--- config.mk ---
export PLATFORM = sky130hd
export DESIGN_NAME = sis_sequencer
export DESIGN_NICKNAME = d
export VERILOG_FILES = /design/src/design/sis_pkg.sv /design/src/design/sis_sequencer.sv
export SDC_FILE = /design/constraint.sdc
export NUM_CORES = 1
export LEC_CHECK = 0
export ABC_CLOCK_PERIOD_IN_PS = 4500
export BUFFER_PORTS_ARGS = -buffer_cell sky130_fd_sc_hd__buf_2
export CORE_ASPECT_RATIO = 1.1
export CORE_MARGIN = 1
export CORE_UTILIZATION = 30
export DETAILED_ROUTE_END_ITERATION = 10
export PLACE_DENSITY = 0.52
export SETUP_SLACK_MARGIN = 0.15
export SYNTH_ARGS = -nofsm -noshare
export SYNTH_HDL_FRONTEND = slang
export SYNTH_SLANG_ARGS = --single-unit
--- constraint.sdc ---
create_clock -name clk -period 4.5 [get_ports clk]
set_input_delay 1.35 -clock clk [delete_from_list [all_inputs] [get_ports clk]]
set_output_delay 1.35 -clock clk [all_outputs]
set_load 0.03 [all_outputs]
--- src/design/sis_pkg.sv ---
// How it works
// - Ready flag sets in phase 2 on ready input
// - Phase 2 drives presenting level and strobe pulse
// - No phase 6 from phase 2 until ready flag set
// - Parity flop toggles per one bit shifted out
// - Indirect indexes address, loads it at T9
// - Indirect clears opcode, keeps counter, stays phase 0
// - Halt, command, no-op: one pulse, then phase 5
// - Halt sets halt flop unless interrupt, stops run
// - Command decodes buffer, I/O, systems from C9-C11
// - Phase 5 recirculates, counter increments, next fetch
// - Logical ops shift operand serially into accumulator
// - Opcodes 14, 16, 17 give AND, OR, XOR
// - Register change bits select A, B, X transfers
// - C14 negates accumulator serially with helper flop
// - C17 stops exchange after low 9 bits
// - Index involved: extend X15 upward, clear at end
// - Shift indexes T23 to T16 only, carry off
// - C10 picks rotate or arithmetic right shift
// - Address cleared T10, loaded T9, pulse suppressed
// - Counter steps two per word, odd flop apart
// - Right shift moves A two places, low bits to B
package sis_pkg;
  // Word and bit timing
  localparam int          WORD_BITS    = 24;
  localparam logic [4:0]  FIRST_PULSE  = 5'h17;   // T23
  localparam logic [4:0]  LAST_PULSE   = 5'h00;   // Final pulse time
  localparam logic [4:0]  INDEX_STOP   = 5'h10;   // T16
  localparam logic [4:0]  ADDR_CLR_BT  = 5'h0A;   // T10
  localparam logic [4:0]  ADDR_LOAD_BT = 5'h09;   // T9
  localparam logic [4:0]  MEM_PULSE_BT = 5'h08;   // T8
  localparam logic [4:0]  EXCH_BITS    = 5'h09;   // Partial exchange width
  // Instruction word fields (C0 is bit 23)
  localparam int OPC_LSB  = 15;                   // Opcode at C3..C8
  localparam int IDX_BIT  = 23;                   // C0 index tag
  localparam int C9_BIT   = 14;
  localparam int C10_BIT  = 13;
  localparam int C11_BIT  = 12;
  localparam int XEXT_BIT = 8;                    // X15
  // Opcodes
  localparam logic [5:0] OP_HALT = 6'h00;
  localparam logic [5:0] OP_CMD  = 6'h02;
  localparam logic [5:0] OP_POUT = 6'h0B;         // Octal 13
  localparam logic [5:0] OP_AND  = 6'h0C;         // Octal 14
  localparam logic [5:0] OP_OR   = 6'h0E;         // Octal 16
  localparam logic [5:0] OP_XOR  = 6'h0F;         // Octal 17
  localparam logic [5:0] OP_NOP  = 6'h10;         // Octal 20
  localparam logic [5:0] OP_EXU  = 6'h13;         // Octal 23
  localparam logic [5:0] OP_RCH  = 6'h26;         // Octal 46
  localparam logic [5:0] OP_RSH  = 6'h36;         // Octal 66
  // Register map, byte offsets
  localparam logic [4:0] REG_CTRL  = 5'h00;
  localparam logic [4:0] REG_INSTR = 5'h04;
  localparam logic [4:0] REG_FETCH = 5'h08;
  localparam logic [4:0] REG_ACC   = 5'h0C;
  localparam logic [4:0] REG_EXT   = 5'h10;
  localparam logic [4:0] REG_IDX   = 5'h14;
  localparam logic [4:0] REG_ADDR  = 5'h18;
  localparam logic [4:0] REG_PC    = 5'h1C;
  // Control bits
  localparam int CTRL_RUN   = 0;
  localparam int CTRL_CLRHT = 1;
  // Phases
  typedef enum logic [2:0] {PH_IDLE, PH_0, PH_1, PH_2, PH_3, PH_5, PH_6}
    sis_phase_t;
  // Command strobes toward devices and buffer
  typedef struct packed {
    logic cmd;
    logic sysComm;
    logic ioCtl;
    logic bufCtl;
  } sis_cmd_t;
endpackage

--- src/design/sis_sequencer.sv ---
`timescale 1ns/1ns
module sis_sequencer (
  // Clock and reset
  input  wire logic              clk,
  input  wire logic              rst,
  // Avalon-MM slave
  input  wire logic [4:0]        avAddress,
  input  wire logic              avRead,
  input  wire logic              avWrite,
  input  wire logic [31:0]       avWritedata,
  output logic [31:0]            avReaddata,
  output logic                   avWaitrequest,
  // Peripheral side
  input  wire logic              outReady,
  input  wire logic              interruptActive,
  output logic                   outPresent,
  output logic                   outStrobe,
  output logic                   outData,
  output sis_pkg::sis_cmd_t      cmdOut,
  output logic                   memPulse
);
  // Sequencer state
  sis_pkg::sis_phase_t state, next_state;
  logic [4:0]  bitTime, next_bitTime;            // Pulse counter, 23 to 0
  logic [5:0]  opReg, next_opReg;                // Opcode register
  logic [23:0] cReg, next_cReg;                  // Operand register
  logic [23:0] fetchWord, next_fetchWord;        // Word fetched by indirect
  logic [23:0] aReg, next_aReg;                  // Accumulator
  logic [23:0] bReg, next_bReg;                  // Extension
  logic [23:0] xReg, next_xReg;                  // Index
  logic [13:0] addrReg, next_addrReg;            // Address / shift counter
  logic [13:0] pc, next_pc;                      // Program counter
  logic        running, next_running;            // Run flop
  logic        halt_flop, next_halt_flop;
  logic        transfer_ready_flag, next_transfer_ready_flag;
  logic        parity_check_flop, next_parity_check_flop;
  logic        negate_helper_flop, next_negate_helper_flop;
  logic        index_extend_flop, next_index_extend_flop;
  logic        shift_mode_flop, next_shift_mode_flop;
  logic        odd_count_flop, next_odd_count_flop;
  logic [4:0]  exchCount, next_exchCount;        // Exchanged bit count
  // Registered outputs
  logic        next_outPresent, next_outStrobe, next_outData, next_memPulse;
  sis_pkg::sis_cmd_t next_cmdOut;
  logic [31:0] next_avReaddata;
  logic        next_avWaitrequest;

  // Decode helpers
  logic        access, isLast, isLogic, isShort, opcFetched;
  logic [23:0] shiftedA, shiftedB;
  logic [13:0] idxAddr;
  logic        aBit, bBit, xBit, logicBit;
  logic        srcA, srcB, srcX;

  // One access completes in the cycle waitrequest is low
  assign access  = (avRead | avWrite) & ~avWaitrequest;
  assign isLast  = (bitTime == sis_pkg::LAST_PULSE);
  assign isLogic = (opReg == sis_pkg::OP_AND) | (opReg == sis_pkg::OP_OR)
                 | (opReg == sis_pkg::OP_XOR);
  assign isShort = (opReg == sis_pkg::OP_HALT) | (opReg == sis_pkg::OP_CMD)
                 | (opReg == sis_pkg::OP_NOP) | (opReg == sis_pkg::OP_RCH);
  assign opcFetched = 1'b0;

  // Indexed address; shift indexes only the low eight bits
  always_comb begin
    if (!cReg[sis_pkg::IDX_BIT]) begin
      idxAddr = cReg[13:0];
    end else if (opReg == sis_pkg::OP_RSH) begin
      // Carry forced off past T16 keeps the modifiers intact
      idxAddr = {cReg[13:8], 8'(cReg[7:0] + xReg[7:0])};
    end else begin
      idxAddr = 14'(cReg[13:0] + xReg[13:0]);
    end
  end

  // Bitwise combine of accumulator and operand
  always_comb begin
    unique case (opReg)
      sis_pkg::OP_AND: logicBit = aReg[0] & cReg[0];
      sis_pkg::OP_OR:  logicBit = aReg[0] | cReg[0];
      default:         logicBit = aReg[0] ^ cReg[0];
    endcase
  end

  // Double right shift per word; rotate pulls B low bits, else sign fill
  always_comb begin
    if (shift_mode_flop) begin
      shiftedA = {bReg[1:0], aReg[23:2]};
    end else begin
      shiftedA = {{2{aReg[23]}}, aReg[23:2]};
    end
    shiftedB = {aReg[1:0], bReg[23:2]};
  end

  // Serial register change sources, C14..C23 at word bits 9..0
  always_comb begin
    srcA = cReg[3] | cReg[7] | cReg[9] | cReg[0];
    srcB = cReg[1] | cReg[2] | cReg[5];
    srcX = cReg[4] | cReg[8];
    aBit = (cReg[3] & bReg[0]) | (cReg[7] & xReg[0])
         | (cReg[9] & (aReg[0] ^ negate_helper_flop));
    bBit = (cReg[2] & aReg[0]) | (cReg[5] & xReg[0]);
    xBit = (cReg[4] & bReg[0]) | (cReg[8] & aReg[0]);
    if (!srcA) begin
      aBit = aReg[0];
    end
    if (!srcB) begin
      bBit = bReg[0];
    end
    if (!srcX) begin
      xBit = xReg[0];
    end
    if (index_extend_flop) begin
      xBit = xReg[23];
    end
  end

  // Next-state logic for the whole sequencer and register file
  always_comb begin
    next_state = state;
    next_bitTime = (bitTime == sis_pkg::LAST_PULSE) ? sis_pkg::FIRST_PULSE
                                                     : 5'(bitTime - 5'h01);
    next_opReg = opReg;
    next_cReg = cReg;
    next_fetchWord = fetchWord;
    next_aReg = aReg;
    next_bReg = bReg;
    next_xReg = xReg;
    next_addrReg = addrReg;
    next_pc = pc;
    next_running = running;
    next_halt_flop = halt_flop;
    next_transfer_ready_flag = transfer_ready_flag;
    next_parity_check_flop = parity_check_flop;
    next_negate_helper_flop = negate_helper_flop;
    next_index_extend_flop = index_extend_flop;
    next_shift_mode_flop = shift_mode_flop;
    next_odd_count_flop = odd_count_flop;
    next_exchCount = exchCount;
    // Software control first, so hardware halt set and run stop win below
    if (access && avWrite && avAddress == sis_pkg::REG_CTRL) begin
      next_running = avWritedata[sis_pkg::CTRL_RUN];
      if (avWritedata[sis_pkg::CTRL_CLRHT]) begin
        next_halt_flop = 1'b0;
      end
    end
    unique case (state)
      sis_pkg::PH_IDLE: begin
        next_bitTime = sis_pkg::FIRST_PULSE;
      end
      sis_pkg::PH_0: begin
        // Memory pulse at T8 except for shifts and one-pulse opcodes
        if (bitTime == sis_pkg::ADDR_LOAD_BT) begin
          next_addrReg = idxAddr;
        end
        if (opReg == sis_pkg::OP_RSH) begin
          if (bitTime == sis_pkg::ADDR_CLR_BT) begin
            next_addrReg = '0;
          end else if (bitTime == sis_pkg::ADDR_LOAD_BT) begin
            // Count field only; modifier bits must not reach the counter
            next_addrReg = {8'h00, idxAddr[5:1], 1'b0};
            next_odd_count_flop = idxAddr[0];
            next_shift_mode_flop = cReg[sis_pkg::C10_BIT];
            next_state = sis_pkg::PH_1;
            next_bitTime = sis_pkg::FIRST_PULSE;
          end
        end else if (isShort) begin
          // One pulse only, then a full word in phase 5
          next_state = sis_pkg::PH_5;
          next_bitTime = sis_pkg::FIRST_PULSE;
          next_exchCount = '0;
        end else if (isLast) begin
          if (opReg == sis_pkg::OP_EXU) begin
            // Opcode cleared, new word decoded; counter left alone
            next_opReg = fetchWord[sis_pkg::OPC_LSB +: 6];
            next_cReg = fetchWord;
          end else if (opReg == sis_pkg::OP_POUT) begin
            // Output word arrives from memory at the last pulse
            next_cReg = fetchWord;
            next_state = sis_pkg::PH_2;
            next_transfer_ready_flag = 1'b0;
          end else if (isLogic) begin
            next_cReg = fetchWord;
            next_state = sis_pkg::PH_6;
          end else begin
            next_state = sis_pkg::PH_IDLE;
          end
        end
      end
      sis_pkg::PH_1: begin
        // Memory idle; the address register now serves as counter
        if (isLast) begin
          next_state = sis_pkg::PH_3;
        end
      end
      sis_pkg::PH_3: begin
        if (isLast) begin
          if (addrReg[13:1] != '0) begin
            next_aReg = shiftedA;
            next_bReg = shiftedB;
            next_addrReg = {13'(addrReg[13:1] - 13'h0001), 1'b0};
          end else if (odd_count_flop) begin
            // Remaining odd place moves by one
            next_aReg = {shift_mode_flop ? bReg[0] : aReg[23], aReg[23:1]};
            next_bReg = {aReg[0], bReg[23:1]};
            next_odd_count_flop = 1'b0;
          end else begin
            next_pc = 14'(pc + 14'h0001);
            next_state = sis_pkg::PH_IDLE;
          end
        end
      end
      sis_pkg::PH_2: begin
        // Operand register holds still while waiting
        if (outReady) begin
          next_transfer_ready_flag = 1'b1;
        end
        if (isLast && transfer_ready_flag) begin
          next_state = sis_pkg::PH_6;
          next_parity_check_flop = 1'b0;
        end
      end
      sis_pkg::PH_5: begin
        // Operand register does not shift here
        if (opReg == sis_pkg::OP_HALT && !interruptActive) begin
          next_halt_flop = 1'b1;
        end
        if (opReg == sis_pkg::OP_RCH) begin
          next_aReg = {aBit, aReg[23:1]};
          next_bReg = {bBit, bReg[23:1]};
          next_xReg = {xBit, xReg[23:1]};
          if (cReg[9] && aReg[0]) begin
            next_negate_helper_flop = 1'b1;
          end
          next_exchCount = 5'(exchCount + 5'h01);
          if (cReg[6] && exchCount == 5'(sis_pkg::EXCH_BITS - 5'h01)) begin
            next_cReg = '0;
            next_index_extend_flop = srcX;
          end
        end
        if (isLast) begin
          next_pc = 14'(pc + 14'h0001);
          next_negate_helper_flop = 1'b0;
          next_index_extend_flop = 1'b0;
          next_state = sis_pkg::PH_IDLE;
          if (halt_flop || next_halt_flop) begin
            next_running = 1'b0;
          end
        end
      end
      sis_pkg::PH_6: begin
        next_cReg = {cReg[0], cReg[23:1]};
        if (isLogic) begin
          next_aReg = {logicBit, aReg[23:1]};
        end else if (cReg[0]) begin
          next_parity_check_flop = ~parity_check_flop;
        end
        if (isLast) begin
          next_pc = 14'(pc + 14'h0001);
          next_state = sis_pkg::PH_IDLE;
        end
      end
      default: next_state = sis_pkg::PH_IDLE;
    endcase
    // Software writes; fetch word at any time, other datapath registers only while idle
    if (access && avWrite) begin
      unique case (avAddress)
        sis_pkg::REG_INSTR: begin
          if (state == sis_pkg::PH_IDLE && running) begin
            next_cReg = avWritedata[23:0];
            next_opReg = avWritedata[sis_pkg::OPC_LSB +: 6];
            next_state = sis_pkg::PH_0;
            next_bitTime = sis_pkg::FIRST_PULSE;
          end
        end
        sis_pkg::REG_FETCH: next_fetchWord = avWritedata[23:0];
        sis_pkg::REG_ACC:   if (state == sis_pkg::PH_IDLE) next_aReg = avWritedata[23:0];
        sis_pkg::REG_EXT:   if (state == sis_pkg::PH_IDLE) next_bReg = avWritedata[23:0];
        sis_pkg::REG_IDX:   if (state == sis_pkg::PH_IDLE) next_xReg = avWritedata[23:0];
        default: ;
      endcase
    end
  end

  // Output and bus answer computation; present, strobe and command from the coming state
  always_comb begin
    next_outPresent = (next_state == sis_pkg::PH_2);
    // Strobe is one pulse time at the head of each phase 2 word
    next_outStrobe = next_outPresent && next_bitTime == sis_pkg::FIRST_PULSE;
    next_outData = (state == sis_pkg::PH_6) && !isLogic && cReg[0];
    next_memPulse = (state == sis_pkg::PH_0) && (bitTime == sis_pkg::MEM_PULSE_BT)
                  && (opReg != sis_pkg::OP_RSH);
    next_cmdOut.cmd = (next_state == sis_pkg::PH_5) && (opReg == sis_pkg::OP_CMD);
    next_cmdOut.bufCtl = next_cmdOut.cmd && !cReg[sis_pkg::C10_BIT]
                       && !cReg[sis_pkg::C11_BIT];
    next_cmdOut.ioCtl = next_cmdOut.cmd && !cReg[sis_pkg::C10_BIT]
                      && cReg[sis_pkg::C11_BIT];
    next_cmdOut.sysComm = next_cmdOut.cmd && !cReg[sis_pkg::C9_BIT]
                        && cReg[sis_pkg::C10_BIT] && cReg[sis_pkg::C11_BIT];
    // Waitrequest drops for exactly one cycle per request
    next_avWaitrequest = !((avRead || avWrite) && avWaitrequest);
    next_avReaddata = avReaddata;
    if ((avRead || avWrite) && avWaitrequest) begin
      unique case (avAddress)
        sis_pkg::REG_CTRL:  next_avReaddata = {24'h000000, 3'(state), opcFetched,
                                               parity_check_flop, transfer_ready_flag,
                                               halt_flop, running};
        sis_pkg::REG_INSTR: next_avReaddata = {8'h00, cReg};
        sis_pkg::REG_FETCH: next_avReaddata = {8'h00, fetchWord};
        sis_pkg::REG_ACC:   next_avReaddata = {8'h00, aReg};
        sis_pkg::REG_EXT:   next_avReaddata = {8'h00, bReg};
        sis_pkg::REG_IDX:   next_avReaddata = {8'h00, xReg};
        sis_pkg::REG_ADDR:  next_avReaddata = {18'h00000, addrReg};
        sis_pkg::REG_PC:    next_avReaddata = {18'h00000, pc};
        default:            next_avReaddata = 32'h00000000;
      endcase
    end
  end

  // All state registers; synchronous reset to constants
  always_ff @(posedge clk) begin
    if (rst) begin
      state <= sis_pkg::PH_IDLE;
      bitTime <= sis_pkg::FIRST_PULSE;
      opReg <= '0;
      cReg <= '0;
      fetchWord <= '0;
      aReg <= '0;
      bReg <= '0;
      xReg <= '0;
      addrReg <= '0;
      pc <= '0;
      running <= 1'b0;
      halt_flop <= 1'b0;
      transfer_ready_flag <= 1'b0;
      parity_check_flop <= 1'b0;
      negate_helper_flop <= 1'b0;
      index_extend_flop <= 1'b0;
      shift_mode_flop <= 1'b0;
      odd_count_flop <= 1'b0;
      exchCount <= '0;
      outPresent <= 1'b0;
      outStrobe <= 1'b0;
      outData <= 1'b0;
      memPulse <= 1'b0;
      cmdOut <= '0;
      avReaddata <= 32'h00000000;
      avWaitrequest <= 1'b1;
    end else begin
      state <= next_state;
      bitTime <= next_bitTime;
      opReg <= next_opReg;
      cReg <= next_cReg;
      fetchWord <= next_fetchWord;
      aReg <= next_aReg;
      bReg <= next_bReg;
      xReg <= next_xReg;
      addrReg <= next_addrReg;
      pc <= next_pc;
      running <= next_running;
      halt_flop <= next_halt_flop;
      transfer_ready_flag <= next_transfer_ready_flag;
      parity_check_flop <= next_parity_check_flop;
      negate_helper_flop <= next_negate_helper_flop;
      index_extend_flop <= next_index_extend_flop;
      shift_mode_flop <= next_shift_mode_flop;
      odd_count_flop <= next_odd_count_flop;
      exchCount <= next_exchCount;
      outPresent <= next_outPresent;
      outStrobe <= next_outStrobe;
      outData <= next_outData;
      memPulse <= next_memPulse;
      cmdOut <= next_cmdOut;
      avReaddata <= next_avReaddata;
      avWaitrequest <= next_avWaitrequest;
    end
  end

  // Checks
  chk_ready_phase: assert property (@(posedge clk) disable iff (rst)
    $rose(transfer_ready_flag) |-> $past(state) == sis_pkg::PH_2 && $past(outReady))
    else $error("ready flag set outside phase 2");
  chk_present_phase: assert property (@(posedge clk) disable iff (rst)
    outPresent |-> state == sis_pkg::PH_2)
    else $error("output present outside phase 2");
  chk_wait_ready: assert property (@(posedge clk) disable iff (rst)
    state == sis_pkg::PH_2 && !transfer_ready_flag |=> state != sis_pkg::PH_6)
    else $error("phase 6 entered without ready");
  chk_parity_toggle: assert property (@(posedge clk) disable iff (rst)
    state == sis_pkg::PH_6 && opReg == sis_pkg::OP_POUT && cReg[0]
    |=> parity_check_flop != $past(parity_check_flop))
    else $error("parity flop missed a one bit");
  chk_exu_stay: assert property (@(posedge clk) disable iff (rst)
    state == sis_pkg::PH_0 && opReg == sis_pkg::OP_EXU && isLast
    |=> state == sis_pkg::PH_0 && pc == $past(pc))
    else $error("indirect left phase 0 or moved counter");
  chk_short_ph5: assert property (@(posedge clk) disable iff (rst)
    state == sis_pkg::PH_0 && isShort |=> state == sis_pkg::PH_5 ##1
    (state == sis_pkg::PH_5)[*8])
    else $error("short opcode did not hold phase 5");
  chk_halt_stop: assert property (@(posedge clk) disable iff (rst)
    state == sis_pkg::PH_5 && opReg == sis_pkg::OP_HALT && !interruptActive && isLast
    |=> !running && halt_flop)
    else $error("halt did not stop the run flop");
  chk_cmd_decode: assert property (@(posedge clk) disable iff (rst)
    cmdOut.bufCtl |-> cmdOut.cmd && !cmdOut.ioCtl && !cmdOut.sysComm)
    else $error("command decode overlap");
  chk_shift_enter: assert property (@(posedge clk) disable iff (rst)
    state == sis_pkg::PH_0 && opReg == sis_pkg::OP_RSH && bitTime == sis_pkg::ADDR_LOAD_BT
    |=> state == sis_pkg::PH_1 ##[1:30] state == sis_pkg::PH_3)
    else $error("shift did not pass through phase 1");
  chk_count_step: assert property (@(posedge clk) disable iff (rst)
    state == sis_pkg::PH_3 && isLast && addrReg[13:1] != '0
    |=> addrReg[13:1] == 13'($past(addrReg[13:1]) - 13'h0001))
    else $error("shift counter step wrong");
endmodule // sis_sequencer

Yosys cells after proc, flatten, opt, wreduce, memory -nomap -nowiden --
Cells that the tools add are included.
Word-level totals: bits of input ports 43, word-level logic and storage cells 294, register bits 216
Operators by class: add/subtract/negate cells 6, equal/unequal tests 49, muxes and demuxes 127, bitwise logic cells 31, reduce and logical (&&, ||, !) cells 52
Operators by type and width (count):
- $mux 24 | 32
- $pmux 24 s8 | 1
- $mux 14 | 12
- $pmux 24 s3 | 2
- $pmux 14 s2 | 2
- $mux 5 | 11
- $mux 3 | 17
- $mux 6 | 8
- $pmux 24 s2 | 1
- $ne 2x2->1 const B | 18
- $mux 1 | 34
- $eq 5x4->1 const B | 6
- $eq 5x5->1 const B | 5
- $eq 6x4->1 const B | 4
- $logic_and 1x1->1 | 20
- $pmux 5 s2 | 2
- $pmux 3 s6 | 1
- $or 1x1->1 | 17
- $reduce_bool 2->1 | 8
- $add 14x1->14 const B | 1
- $add 14x14->14 | 1
- $reduce_bool 13->1 | 1
- $sub 13x1->13 const B | 1
- $eq 3x3->1 const B | 4
- 27 further kinds | 56

Depth between registers and ports, before layout --
depth after elaboration 18, depth in mapped cells 10

Least setup slack after synthesis --
Ideal clock, no wire load.
kind in2reg, start input avAddress[4], end register cmdOut[1] (netlist name), stages on the path 6, path buffers 0, slack 1304 ps, library setup time 73 ps, required time 4427 ps, data arrival time 3123 ps, cell sequence or3b_1 > nor3_2 > nand4_1 > and3_1 > a2111o_1 > nor3b_2
Between the ends: word-level cells in the longest chain between the ends 7
RTL lines:
- start: declaration | line sis_sequencer.sv:7 | input wire logic [4:0] avAddress,
- $eq 5x3->1 | line sis_sequencer.sv:267 | unique case (avAddress)
- $mux 3 | line sis_sequencer.sv:267
- $mux 3 | line sis_sequencer.sv:266 | if (access && avWrite) begin
- $eq 3x3->1 | line sis_sequencer.sv:293 | next_cmdOut.cmd = (next_state == sis_pkg::PH_5) && (opReg == sis_pkg::OP_CMD);
- $logic_and 1x1->1 | line sis_sequencer.sv:293
- $logic_and 1x1->1 | line sis_sequencer.sv:296 | next_cmdOut.ioCtl = next_cmdOut.cmd && !cReg[sis_pkg::C10_BIT]
- $logic_and 1x1->1 | line sis_sequencer.sv:297 | && cReg[sis_pkg::C11_BIT];
- end signal: assignment | line sis_sequencer.sv:373 | cmdOut <= next_cmdOut;
- end: declaration | line sis_sequencer.sv:19 | output sis_pkg::sis_cmd_t cmdOut,
Every way passes these cells. A chain may end at the register's enable or synchronous reset.

Worst setup path in the final report --
start register state[2], end register bReg[18]
Between the ends: word-level cells in the longest chain between the ends 5, elaborated cells between the ends (all ways) 7
RTL lines:
- start: declaration | line sis_sequencer.sv:23 | sis_pkg::sis_phase_t state, next_state;
- start signal: assignment | line sis_sequencer.sv:323 | state <= sis_pkg::PH_IDLE;
- start signal: assignment | line sis_sequencer.sv:350 | state <= next_state;
- $eq 3x3->1 | line sis_sequencer.sv:147 | unique case (state)
- $pmux 24 s2 | line sis_sequencer.sv:147
- $mux 24 | line sis_sequencer.sv:278 | sis_pkg::REG_EXT: if (state == sis_pkg::PH_IDLE) next_bReg = avWritedata[23:0];
- $mux 24 | line sis_sequencer.sv:267
- $mux 24 (*) | line sis_sequencer.sv:266
- end signal: assignment | line sis_sequencer.sv:356 | bReg <= next_bReg;
- end: declaration | line sis_sequencer.sv:29 | logic [23:0] bReg, next_bReg;
Every way passes the cells marked *; elsewhere a longest branch is shown, timed or not.

==> impl_metrics.env <==
export IMPL_outcome="complete, but fails checks"
export IMPL_violations="design-rule violations"
export IMPL_worstMarginPinSlew_ns=1.306
export IMPL_worstPathCellList="or3b_2, nor2_1, buf_4, nand3_1, nand2_1, a221oi_1, a211oi_1"
export IMPL_ys_warn_count=0
export IMPL_ant_nets=0
export IMPL_cts_sinks=208
export IMPL_design_area_sq_mm=0.01367
export IMPL_grt_setup_unrepaired="false"
export IMPL_num_vias=12550
export IMPL_cts_buffers=24
export IMPL_globalplace_congestion=0.9321
export IMPL_clk_latency_ns=0.56
export IMPL_viasPerCell=6.064
export IMPL_ys_async_sr_fraction_pct=0
export IMPL_slew_headroom_pct=12.96
export IMPL_timing_rr_end="bReg[18]"
export IMPL_design_core_area_sq_mm=0.03937
export IMPL_syn_cell_area_sq_mm=0.01204
export IMPL_reg2reg_slack_ns=1.04
export IMPL_muxShareOfSynthArea_pct=2.836
export IMPL_end_kind="flop"
export IMPL_synth_top_family_by_area="compound AO/OA/AOI/OAI gates"
export IMPL_top_level_ports=84
export IMPL_post_cts_buffers=0
export IMPL_grt_pass1_wl_um=73170
export IMPL_areaGrowthSynthToFinish_pct=13.50
export IMPL_htreeDepth=1
export IMPL_die_area_sq_mm=0.04095
export IMPL_power_leakage_nw=4.687
export IMPL_reg2regPathDepth=7
export IMPL_clockRootBuffer="clkbuf_16"
export IMPL_hpwl_um=33220
export IMPL_crit_fanout=23
export IMPL_first_pass_iters=9
export IMPL_totalWireLength_um=48140
export IMPL_fin_cells=2069
export IMPL_maxCapViolCount=0
export IMPL_crit_type="reg2reg"
export IMPL_hold_slack_ns=0.4402
export IMPL_setup_viol=0
export IMPL_die_w_um=193.0
export IMPL_dieHeight_um=212.1
export IMPL_synthAdderAreaFrac_pct=2.659
export IMPL_place_area_sq_mm=0.01287
export IMPL_hold_viol_final=0
export IMPL_finalCriticalPeriod_ns=3.456
export IMPL_cp_required_ns=4.96
export IMPL_cts_tree="done"
export IMPL_cts_hold_buf=0
export IMPL_diodes=0
export IMPL_grt_max_degree=106
export IMPL_setup_tns_final_ns=0
export IMPL_drive_above_1_share_pct=12.04
export IMPL_drc=6
export IMPL_slowest_delay_ns=0.91
export IMPL_ys_seq_elements=208
export IMPL_syn_avg_cell_area_sq_um=7.826
export IMPL_synth_compound_area_share_pct=30.56
export IMPL_dr_first_iter_drc_count=1463
export IMPL_reg2reg_from="state[2]"
export IMPL_synth_cell_types=76
export IMPL_hp_class="reg2reg"
export IMPL_arrival_ns=3.91
export IMPL_synth_xor_area_share_pct=2.109
export IMPL_synth_seq_area_share_pct=34.57
export IMPL_synth_ff_type="dfxtp_1"
export IMPL_slew_viol_final=0
export IMPL_min_path_cells=1
export IMPL_cts_resized=0
export IMPL_grt_pass1_vias=11650
export IMPL_final_cell_mix="nand2_1, dfxtp_1, nor2_1"
export IMPL_syn_inst=1539
export IMPL_synth_edf_count=0
export IMPL_gr_total_overflow=0
export IMPL_crit_slowest_cell="dfxtp_1"
export IMPL_io_buffers=67
export IMPL_initial_utilization_pct=30.59
export IMPL_min_period_over_period_pct=76.79
export IMPL_crit_path_end="bReg[18]"
export IMPL_path_clk_slew_ns=0.06
export IMPL_dp_cells=2028
export IMPL_fin_worst_skew_ns=0.03371
export IMPL_track_usage_pct=23.42
export IMPL_nNetsFinal=1615
export IMPL_yosys_area_share_simple_pct=21.62
export IMPL_cellPowerDensity_mw_per_mm2=299.3
export IMPL_wire_per_inst_um=23.27
export IMPL_fmax_mhz=289.4
export IMPL_antenna_found_initial=0
export IMPL_startpoint="state[2]"
export IMPL_num_rows=76
export IMPL_vdd_ir_drop_max_mv=0.2416
export IMPL_clock_path_buffers=3
export IMPL_start_kind="flop"
registers in the layout, summed over array words and instances, names as in the netlist, 3 cells and up, named ones only:
| name | count |
|---|---|
| aReg | 24 |
| cReg | 24 |
| pc | 14 |
| xReg | 24 |
| bReg | 24 |
| exchCount | 5 |
| bitTime | 5 |
| state | 3 |
| opReg | 6 |
| fetchWord | 24 |
| avReaddata | 24 |
| addrReg | 13 |
| cmdOut | 4 |
power by group:
group | internal (mW) | switching, mW
Clock | 1.21 | 0.834
Sequential | 1.85 | 0.00835
Combinational | 0.0451 | 0.149
cells by family after synthesis:
| kind of cell | after synthesis |
|---|---|
| AND/OR/NAND/NOR | 566 |
| AO/OA/AOI/OAI | 513 |
| flip-flops | 208 |
| buffers and inverters | 163 |
| multiplexers | 34 |
| XOR/XNOR | 29 |
| adder cells (fa/ha/maj) | 25 |
| other | 1 |
stage by stage:
stage          worst slack (ns)  utilization [%]  power [mW]
2_1_floorplan             1.304                -       2.000
4_1_cts                   1.050            34.73       4.119
3_3_place_gp             0.7669            32.68       2.086
3_5_place_dp             0.7537            32.68       2.086
6_report                  1.044            34.73       4.091
5_1_grt                  0.8380            34.73       4.216
routing by layer:
| layer | share of wire, % | GRT usage [%] | up-vias |
|---|---|---|---|
| met5 | 0 | 0 | - |
| met4 | 3.3 | 8.998 | 0 |
| met3 | 7.4 | 3.169 | 85 |
| met2 | 45 | 36.88 | 525 |
| met1 | 44 | 32.14 | 6170 |
| li1 | - | - | 5767 |
critical path: cells and delay by family (launching register included):
kind,cells,cell delay (ns)
buf+inv,1,0.22
flops,1,0.91
compound gates,2,0.46
simple gates,4,1.75
synth_stat cells, drive strengths merged (4+ instances only):
master | count | area (sq um)
a21oi | 124 | 620.6
nor4b | 4 | 41.29
or3b | 6 | 52.55
inv | 24 | 90.09
nor3b | 8 | 75.08
nor4 | 7 | 43.79
o211ai | 28 | 210.2
o21a | 9 | 67.56
o2111ai | 4 | 35.03
or3 | 7 | 43.79
dfxtp | 208 | 4164
nor2b | 7 | 43.79
a31o | 8 | 70.07
a31oi | 17 | 106.4
a311oi | 23 | 201.4
nand4 | 19 | 118.9
a222oi | 17 | 170.2
clkbuf | 109 | 409.1
buf | 29 | 172.7
mux2i | 33 | 330.3
a22o | 8 | 70.07
a2111oi | 5 | 62.56
nor3 | 47 | 250.2
nor2 | 180 | 675.7
a211oi | 60 | 455.4
a221o | 20 | 200.2
a22oi | 44 | 330.3
nand2b | 7 | 43.79
and2 | 10 | 62.56
o22ai | 4 | 25.02
nand2 | 208 | 780.8
xnor2 | 10 | 87.58
xor2 | 19 | 166.4
ha | 24 | 300.3
nand3 | 23 | 115.1
a21o | 6 | 45.04
and3 | 13 | 81.33
a221oi | 62 | 543.0
o21ai | 50 | 250.2
cell type report:
cell class / instances / area (sq um)
Fill cell: 4162 / 25700
Multi-Input combinational cell: 1175 / 7287
Sequential cell: 208 / 4164
Clock buffer: 36 / 715.7
Timing Repair Buffer: 113 / 686.9
Tap cell: 507 / 634.4
Inverter: 25 / 93.84
Clock inverter: 5 / 88.84
worst min-delay path by stage:
stage,startpoint,end,slack (ns)
finish,bitTime[0],bitTime[0],0.44
detailed placement,bitTime[0],bitTime[0],0.43
CTS,bitTime[0],bitTime[0],0.44
global route,avReaddata[1],avReaddata[1],0.47
global placement,bitTime[0],bitTime[0],0.42
floorplan,bitTime[0],bitTime[0],0.40
Note: power is estimated with default switching activity, not from simulation.
